--- src/inc/ton_fault_map.vh ---
// Command codes, field positions, reset values and timing figures of the turn-on fault block.
`ifndef TON_FAULT_MAP_VH
`define TON_FAULT_MAP_VH

// Command codes of the two configuration registers.
`define CMD_TON_LIMIT      8'h62
`define CMD_TON_RESPONSE   8'h63

// Fields of the response byte.
`define RESP_MODE_HI       7
`define RESP_MODE_LO       6
`define RESP_RETRY_HI      5
`define RESP_RETRY_LO      3
`define RESP_DELAY_HI      2
`define RESP_DELAY_LO      0

// Response modes.
`define MODE_IGNORE        2'b00
`define MODE_RIDE          2'b01
`define MODE_DISABLE       2'b10
`define MODE_LATCH         2'b11

// Retry codes with a special meaning.
`define RETRY_NONE         3'b000
`define RETRY_FOREVER      3'b111

// Reset values.
`define TON_LIMIT_RST      16'h0000
`define TON_RESPONSE_RST   8'h80

// Timing: one millisecond in ns and the clock period in ns.
`define MS_NS              1000000
`define CLK_NS             100

`endif

--- src/hw/ms_timer.v ---
// Millisecond down-counter with its own prescaler and a one-cycle done pulse.
`timescale 1ns/1ps
`default_nettype none

module ms_timer #(
   parameter CW   = 23,
   parameter TICK = 10000
) (
   // Clock and reset.
   input  wire          clk,
   input  wire          resetn,
   input  wire          ce,
   // Control.
   input  wire          start,
   input  wire          stop,
   input  wire [CW-1:0] count,
   // Status.
   output reg           busy,
   output reg           done
);

   localparam PW = $clog2(TICK + 1);
   localparam integer  TLAST = TICK - 1;

   reg [PW-1:0] pre_r;
   reg [CW-1:0] rem_r;

   // A zero count finishes at once, so a zero delay unit never hangs the sequencer.
   always @(posedge clk or negedge resetn) begin
      if (!resetn) begin
         pre_r <= {PW{1'b0}};
         rem_r <= {CW{1'b0}};
         busy  <= 1'b0;
         done  <= 1'b0;
      end else if (ce) begin
         done <= 1'b0;
         if (start) begin
            pre_r <= {PW{1'b0}};
            rem_r <= count;
            busy  <= (count != {CW{1'b0}});
            done  <= (count == {CW{1'b0}});
         end else if (stop) begin
            busy <= 1'b0;
         end else if (busy) begin
            if (pre_r == TLAST[PW-1:0]) begin
               pre_r <= {PW{1'b0}};
               if (rem_r == {{(CW-1){1'b0}}, 1'b1}) begin
                  busy <= 1'b0;
                  done <= 1'b1;
               end else begin
                  rem_r <= rem_r - 1'b1;
               end
            end else begin
               pre_r <= pre_r + 1'b1;
            end
         end
      end
   end

endmodule // ms_timer

`default_nettype wire

--- src/hw/pin_sync.v ---
// Three-stage pin synchroniser that accepts a change once the last two stages agree.
`timescale 1ns/1ps
`default_nettype none

module pin_sync #(
   parameter RST_VAL = 1'b0
) (
   // Clock and reset.
   input  wire clk,
   input  wire resetn,
   input  wire ce,
   // Pin and filtered level.
   input  wire pin,
   output reg  level
);

   reg s1_r;
   reg s2_r;
   reg s3_r;

   // The first stage feeds only the second; the level moves only on agreement.
   always @(posedge clk or negedge resetn) begin
      if (!resetn) begin
         s1_r  <= RST_VAL;
         s2_r  <= RST_VAL;
         s3_r  <= RST_VAL;
         level <= RST_VAL;
      end else if (ce) begin
         s1_r <= pin;
         s2_r <= s1_r;
         s3_r <= s2_r;
         if (s2_r == s3_r) begin
            level <= s3_r;
         end
      end
   end

endmodule // pin_sync

`default_nettype wire

--- src/hw/ton_fault.v ---
// Turn-on timeout supervisor: limit and response registers, fault detection and retry sequencer.
//
// How it works
// - A 16-bit millisecond limit bounds start-up; expiry raises the turn-on fault.
// - A zero limit disables the timeout; start-up may continue forever.
// - The response is an 8-bit register written and read with byte transfers.
// - Every response encoding has defined behaviour; wrong-size or unknown accesses are refused.
// - Mode 00 keeps the output running when the fault occurs.
// - Mode 01 runs on for the delay, then applies the retry field if still faulted.
// - Mode 10 disables the output at once, then follows the retry field.
// - Mode 11 keeps the output off until the fault is cleared.
// - Retry code 000 makes no restart and stays off until cleared.
// - Retry codes 001 to 101 restart that many times, then stay off.
// - Restart attempts are spaced by two to the power of the delay field, times the delay unit.
// - Delay code n means two to the power n delay units.
// - Retry code 110 allows six restarts; 111 retries without limit.
// - The delay unit length comes from an input, not from the response byte.
`timescale 1ns/1ps
`default_nettype none
`include "ton_fault_map.vh"

module ton_fault #(
   parameter MS_CYCLES = `MS_NS / `CLK_NS,
   parameter LIMIT_W   = 16,
   parameter UNIT_W    = 16
) (
   // Clock, reset and clock enable.
   input  wire               clk,
   input  wire               resetn,
   input  wire               ce,
   // Configuration command port.
   input  wire               cmd_wr,
   input  wire               cmd_rd,
   input  wire               cmd_word,
   input  wire [7:0]         cmd_code,
   input  wire [15:0]        cmd_wdata,
   output reg  [15:0]        cmd_rdata,
   output reg                cmd_rvalid,
   output reg                cmd_err,
   // Turn-on commands and fault clearing.
   input  wire               ctrl_pin,
   input  wire               op_on,
   input  wire               clear_faults,
   input  wire               clear_status_bit,
   input  wire               other_fault,
   // Delay unit length in milliseconds.
   input  wire [UNIT_W-1:0]  fault_delay_unit,
   // Output voltage above the undervoltage fault threshold.
   input  wire               vout_above_uv,
   // Output control and status.
   output reg                output_enable,
   output reg                ton_fault_flag,
   output reg  [2:0]         attempt_count,
   output reg  [2:0]         seq_state
);

   ////////////////////////////////////////////////////////////////////////////////
   // Sequencer states.
   localparam [2:0] S_OFF   = 3'd0;
   localparam [2:0] S_RAMP  = 3'd1;
   localparam [2:0] S_RUN   = 3'd2;
   localparam [2:0] S_RIDE  = 3'd3;
   localparam [2:0] S_WAIT  = 3'd4;
   localparam [2:0] S_LATCH = 3'd5;

   localparam HW = UNIT_W + 7;

   ////////////////////////////////////////////////////////////////////////////////
   // Registers and internal signals.
   reg  [LIMIT_W-1:0] limit_r;
   reg  [7:0]         resp_r;
   reg  [2:0]         st_r;
   reg  [2:0]         st_nxt;
   reg                run_q_r;
   reg                to_start;
   reg                hd_start;
   reg                fault_evt;
   reg                att_inc;
   wire               ctrl_on;
   wire               uv_ok;
   wire               run_cmd;
   wire               clr;
   // Timer busy flags stay unconnected; the sequencer state shows when a timer runs.
   wire               to_done;
   wire               hd_done;
   wire [1:0]         mode;
   wire [2:0]         retries;
   wire [2:0]         dly_code;
   wire [HW-1:0]      hold_ms;
   wire               can_retry;

   ////////////////////////////////////////////////////////////////////////////////
   // Pin synchronisers.
   pin_sync #(.RST_VAL(1'b0)) u_sync_ctrl (
      .clk    (clk),
      .resetn (resetn),
      .ce     (ce),
      .pin    (ctrl_pin),
      .level  (ctrl_on)
   );

   pin_sync #(.RST_VAL(1'b0)) u_sync_uv (
      .clk    (clk),
      .resetn (resetn),
      .ce     (ce),
      .pin    (vout_above_uv),
      .level  (uv_ok)
   );

   ////////////////////////////////////////////////////////////////////////////////
   // Configuration registers.
   always @(posedge clk or negedge resetn) begin
      if (!resetn) begin
         limit_r    <= `TON_LIMIT_RST;
         resp_r     <= `TON_RESPONSE_RST;
         cmd_rdata  <= 16'h0000;
         cmd_rvalid <= 1'b0;
         cmd_err    <= 1'b0;
      end else if (ce) begin
         cmd_rvalid <= 1'b0;
         cmd_err    <= 1'b0;
         if (cmd_wr) begin
            if (cmd_code == `CMD_TON_LIMIT && cmd_word) begin
               limit_r <= cmd_wdata;
            end else if (cmd_code == `CMD_TON_RESPONSE && !cmd_word) begin
               resp_r <= cmd_wdata[7:0];
            end else begin
               cmd_err <= 1'b1;
            end
         end else if (cmd_rd) begin
            if (cmd_code == `CMD_TON_LIMIT && cmd_word) begin
               cmd_rdata  <= limit_r;
               cmd_rvalid <= 1'b1;
            end else if (cmd_code == `CMD_TON_RESPONSE && !cmd_word) begin
               cmd_rdata  <= {8'h00, resp_r};
               cmd_rvalid <= 1'b1;
            end else begin
               cmd_err <= 1'b1;
            end
         end
      end
   end

   ////////////////////////////////////////////////////////////////////////////////
   // Response fields and delay length.
   assign mode     = resp_r[`RESP_MODE_HI:`RESP_MODE_LO];
   assign retries  = resp_r[`RESP_RETRY_HI:`RESP_RETRY_LO];
   assign dly_code = resp_r[`RESP_DELAY_HI:`RESP_DELAY_LO];

   // Two to the power of the code, in units whose length arrives from outside.
   assign hold_ms = {7'h00, fault_delay_unit} << dly_code;

   // Code 111 never runs out; 001 to 110 allow that many restarts; 000 allows none.
   assign can_retry = (retries == `RETRY_FOREVER) ||
                      (attempt_count < retries);

   // Run is the control pin and the operation command together.
   assign run_cmd = ctrl_on & op_on;

   // An off command, a status-bit clear or a clear-all wipes the fault.
   assign clr = clear_faults | clear_status_bit | (run_q_r & ~run_cmd);

   ////////////////////////////////////////////////////////////////////////////////
   // Timers: start-up timeout and delay/holdoff.
   ms_timer #(.CW(LIMIT_W), .TICK(MS_CYCLES)) u_timeout (
      .clk    (clk),
      .resetn (resetn),
      .ce     (ce),
      .start  (to_start),
      .stop   (st_r != S_RAMP),
      .count  (limit_r),
      .busy   (),
      .done   (to_done)
   );

   ms_timer #(.CW(HW), .TICK(MS_CYCLES)) u_holdoff (
      .clk    (clk),
      .resetn (resetn),
      .ce     (ce),
      .start  (hd_start),
      .stop   (st_r != S_RIDE && st_r != S_WAIT),
      .count  (hold_ms),
      .busy   (),
      .done   (hd_done)
   );

   ////////////////////////////////////////////////////////////////////////////////
   // Sequencer next state.
   always @* begin
      st_nxt    = st_r;
      to_start  = 1'b0;
      hd_start  = 1'b0;
      fault_evt = 1'b0;
      att_inc   = 1'b0;
      case (st_r)
         S_OFF: begin
            if (run_cmd && !clr) begin
               st_nxt   = S_RAMP;
               to_start = (limit_r != {LIMIT_W{1'b0}});
            end
         end
         S_RAMP: begin
            if (uv_ok) begin
               st_nxt = S_RUN;
            end else if (to_done) begin
               fault_evt = 1'b1;
               case (mode)
                  `MODE_IGNORE: st_nxt = S_RUN;
                  `MODE_RIDE: begin
                     st_nxt   = S_RIDE;
                     hd_start = 1'b1;
                  end
                  `MODE_DISABLE: begin
                     if (can_retry) begin
                        st_nxt   = S_WAIT;
                        hd_start = 1'b1;
                     end else begin
                        st_nxt = S_LATCH;
                     end
                  end
                  default: st_nxt = S_LATCH;
               endcase
            end
         end
         S_RIDE: begin
            if (hd_done) begin
               if (uv_ok) begin
                  st_nxt = S_RUN;
               end else if (can_retry) begin
                  st_nxt   = S_WAIT;
                  hd_start = 1'b1;
               end else begin
                  st_nxt = S_LATCH;
               end
            end
         end
         S_WAIT: begin
            if (hd_done) begin
               st_nxt   = S_RAMP;
               att_inc  = 1'b1;
               to_start = (limit_r != {LIMIT_W{1'b0}});
            end
         end
         S_LATCH: begin
            if (clr) begin
               st_nxt = S_OFF;
            end
         end
         S_RUN: begin
            st_nxt = S_RUN;
         end
         default: st_nxt = S_OFF;
      endcase
      // Shutdown by another fault ends any retrying and holds the output off.
      if (other_fault && st_nxt != S_OFF) begin
         st_nxt   = S_LATCH;
         to_start = 1'b0;
         hd_start = 1'b0;
         att_inc  = 1'b0;
      end
      // Dropping the run command always wins and ends unlimited retrying.
      if (!run_cmd) begin
         st_nxt   = S_OFF;
         to_start = 1'b0;
         hd_start = 1'b0;
         att_inc  = 1'b0;
      end
   end

   ////////////////////////////////////////////////////////////////////////////////
   // Sequencer state, fault flag, attempt counter and output enable.
   always @(posedge clk or negedge resetn) begin
      if (!resetn) begin
         st_r           <= S_OFF;
         run_q_r        <= 1'b0;
         ton_fault_flag <= 1'b0;
         attempt_count  <= 3'd0;
         output_enable  <= 1'b0;
         seq_state      <= S_OFF;
      end else if (ce) begin
         st_r      <= st_nxt;
         seq_state <= st_nxt;
         run_q_r   <= run_cmd;
         // A new fault in the cycle of a clear keeps the flag set.
         ton_fault_flag <= fault_evt | (ton_fault_flag & ~clr);
         if (clr) begin
            attempt_count <= 3'd0;
         end else if (att_inc && attempt_count != 3'd7) begin
            attempt_count <= attempt_count + 3'd1;
         end
         // The output stays up while riding through and under the ignore mode.
         output_enable <= (st_nxt == S_RAMP) || (st_nxt == S_RUN) ||
                          (st_nxt == S_RIDE);
      end
   end

endmodule // ton_fault

`default_nettype wire

--- config.mk ---
export PLATFORM = sky130hd
export DESIGN_NAME = ton_fault
export DESIGN_NICKNAME = d
export VERILOG_FILES = /design/src/hw/ms_timer.v /design/src/hw/pin_sync.v /design/src/hw/ton_fault.v
export VERILOG_INCLUDE_DIRS = /design/src /design/src/inc
export SDC_FILE = /design/constraint.sdc
export NUM_CORES = 1
export LEC_CHECK = 0
export CORE_UTILIZATION = 55
export CTS_CLUSTER_DIAMETER = 200
export DETAILED_ROUTE_END_ITERATION = 8
export DONT_BUFFER_PORTS = 1
export PLACE_DENSITY_LB_ADDON = 0.12
export SLEW_MARGIN = 10
export SYNTH_ARGS = -nofsm -noshare
export SYNTH_HDL_FRONTEND = slang
export SYNTH_HIERARCHICAL = 1
export SYNTH_SLANG_ARGS = --single-unit
--- constraint.sdc ---
create_clock -name clk -period 3.9 [get_ports clk]
set_clock_uncertainty 0.1 [all_clocks]
set_input_delay 0 -clock clk [delete_from_list [all_inputs] [get_ports clk]]
set_output_delay 0 -clock clk [all_outputs]
set_load 0.02 [all_outputs]
==> impl_metrics.toml <==
[drt]
drt-total-wl_um = 22500
routedWlPerCell_um = 20.3
final_antenna_net_count = 0
firstDrtPassIters = 7
routed_via_density = 6.67
drcViolationCount = 0
via_count = 7386
drt_iter0_drc = 726

[sta]
worst_pin_slew_ns = 0.843
rsz0062_at_grt = "false"
finalHoldViolations = 0
fin_crit_sh_pct = 92.9
max_freq_mhz = 276
maxSlewViolCount = 0
setup-tns-final_ns = 0
relSlewSlack_pct = 43.7
period_minus_slack_ns = 3.62
finalSetupViolations = 0
holdWs_ns = 0.0239

[logic_synthesis]
synthTopCellsByArea = "dfrtp_1, mux2_2, nand2_1"
synth_edf_count = 0
async_reset_ff_share_pct = 100
syn_area_per_cell_um2 = 9.26
yosysWarnings = 6
synth_seq_area_share_pct = 39.9
synth_xor_area_share_pct = 1.29
syn_nets = 946
syn-instance-count = 881
synthAdderAreaFrac_pct = 1.99
yosys.cell_types.count = 96
synth_mux_area_share_pct = 8.47
synth.ff_latch_count = 130
synth_top_family_by_area = "simple AND/OR/NAND/NOR gates"
synth-main-ff-cell = "dfrtp_1"
synth_top_area_share_pct = 39.6
synth_compound_area_share_pct = 19.7
syn_area_um2 = 8160
synth_top_area_cell = "dfrtp_1"
synthSimpleGateAreaFrac_pct = 24.1

[worst_setup_path]
crit_arrival_ns = 3.85
rrSetupSlack_ns = 0.28
reg2reg_from = "attempt_count[2]$_DFFE_PN0P_"
critPathRequiredTime_ns = 4.12
end_kind = "register"
crit_type = "reg2reg"
r2r_end = "u_holdoff/rem_r[6]$_DFFE_PN0P_"
cp-start-kind = "register"
r2r_cells = 10
crit_fanout = 8

[run]
max_cap_violations = 0

[grt]
grt_pass1_wl_um = 36200
overflow = 0
antenna_found_initial = 0
grt_use_total_pct = 31.0
grt_pass1_vias = 7048
grt_max_degree = 131

[cts]
h-tree-depth = 4
clock_path_buffers = 2
cts_tree = "yes"
cts_resized = 0
cts_setup_buffers = 0
cts.sinks = 130
numCtsBuffers = 17
clk_pin_slew_ns = 0.06
root_buffer = "clkbuf_16"
insertion_delay_ns = 0.43
hold_buffers = 40

[place]
dp_hpwl_um = 15400
gp_congestion = 0.950
port_buffers = 0

[finish]
fill_cells = 1210
num_antenna_cells = 0
nets = 975
layout_commonest_cell = "dfrtp_1"
drive_gt1_share_pct = 13.8
syn2layout_area_growth_pct = 13.3
final_cell_mix = "dfrtp_1, nand2_1, nor2_1"
fin_util_pct = 63.8

[power_and_ir_drop]
power_density_nw_per_um2 = 354
p_leak_nw = 3.95
max-vdd-ir-drop_mv = 0.321

[hold_path]
hold_path_end = "u_holdoff/rem_r[12]$_DFFE_PN0P_"
hold_start = "fault_delay_unit[6]"
whs_path_depth = 6
hp-class = "in2reg"

[floorplanning]
pin_count = 78
core_um2 = 14500
die-area_um2 = 15300
fp.dieW_um = 124
die_h_um = 124
initial_utilization_pct = 56.3
core.rowCount = 44

[outcome]
status = "finished, final reports clean"
## flip-flops by register name, indices dropped and copies added, names as in the netlist, 3 cells and up
signal and count:
cmd_rdata 16, resp_r 8, u_holdoff/rem_r 23, attempt_count 3
u_timeout/pre_r 14, limit_r 16, st_r 3, u_holdoff/pre_r 14
u_timeout/rem_r 16
## critical path, stage by stage (launching register included)
cell	delay (ns)
dfrtp_1	0.49
ha_1	0.36
a21oi_1	0.15
a32oi_1	0.13
o2111ai_1	0.33
a31oi_1	0.20
nor3_2	0.41
o21ai_1	0.31
a211oi_2	0.55
nand3_1	0.21
o31ai_1	0.27
## layer usage
metal	wire (µm)	share of wire (%)	GRT usage, %	vias to the layer above
met4	486	2.2	10.5	0
li1	-	-	-	3386
met3	1860	8.2	8.20	41
met1	9840	44	42.3	3579
met5	0	0	0	-
met2	10300	46	47.6	380
## logic make-up (layout without fill, tap and decap cells)
| logic type | count (synthesis) | count (layout) |
|---|---|---|
| XOR/XNOR | 12 | 12 |
| buffers and inverters | 72 | 114 |
| AND/OR/NAND/NOR | 366 | 366 |
| AO/OA/AOI/OAI | 224 | 224 |
| multiplexers | 64 | 64 |
| adder cells (fa/ha/maj) | 13 | 13 |
| flip-flops | 130 | 130 |
## cells in the mapped netlist, types with 5 or more instances
master and count:
buf_2 13, o31ai_1 10, clkbuf_1 19, o22ai_1 13
mux2_2 39, nor2_1 73, nand4_1 24, inv_1 26
and3_1 13, nor3_1 26, nand2_1 94, or3_1 6
nor4_1 28, a22o_1 15, a31oi_1 8, mux2i_1 24
nand3_1 31, buf_6 5, xnor2_1 8, and4_1 5
o211ai_1 20, dfrtp_1 129, o21ai_0 48, o21ai_1 13
a21o_1 8, nand2b_1 12, a21oi_1 31, and2_1 7
ha_1 13
## final cells by class
| class | instances | area, µm² | share of cell area (%) |
|---|---|---|---|
| tap | 184 | 230 | 2.49 |
| clock buffer | 18 | 439 | 4.75 |
| inverter | 28 | 105 | 1.14 |
| sequential | 130 | 3250 | 35.2 |
| multi-input combinational | 679 | 4540 | 49.1 |
| timing repair buffer | 54 | 533 | 5.77 |
| clock inverter | 14 | 144 | 1.56 |
## where the power goes
part / switching (mW) / leakage, nW / internal [mW]
logic: 0.144 / 1.90 / 0.107
registers: 0.0460 / 1.76 / 1.38
clock network: 0.675 / 0.281 / 0.914
## stage by stage
stage	worst slack (ns)	area (µm²)	std cells	power, mW
floorplan	0.869	8160	881	1.58
global placement	0.562	8230	1035	1.62
detailed placement	0.410	8230	1035	1.63
CTS	0.380	9240	1107	3.29
global route	0.0696	9240	1107	3.37
finish	0.276	9240	1107	3.27
## how the worst max path moves through the flow
stage                                       from                         endpoint
global placement    attempt_count[2]$_DFFE_PN0P_   u_holdoff/rem_r[2]$_DFFE_PN0P_
detailed placement  attempt_count[2]$_DFFE_PN0P_   u_holdoff/rem_r[2]$_DFFE_PN0P_
CTS                 attempt_count[2]$_DFFE_PN0P_   u_holdoff/rem_r[2]$_DFFE_PN0P_
finish              attempt_count[2]$_DFFE_PN0P_   u_holdoff/rem_r[6]$_DFFE_PN0P_
global route        attempt_count[2]$_DFFE_PN0P_   u_holdoff/rem_r[2]$_DFFE_PN0P_
floorplan           attempt_count[2]$_DFFE_PN0P_  u_holdoff/rem_r[13]$_DFFE_PN0P_
No activity file was read; power rests on OpenSTA's default activity.
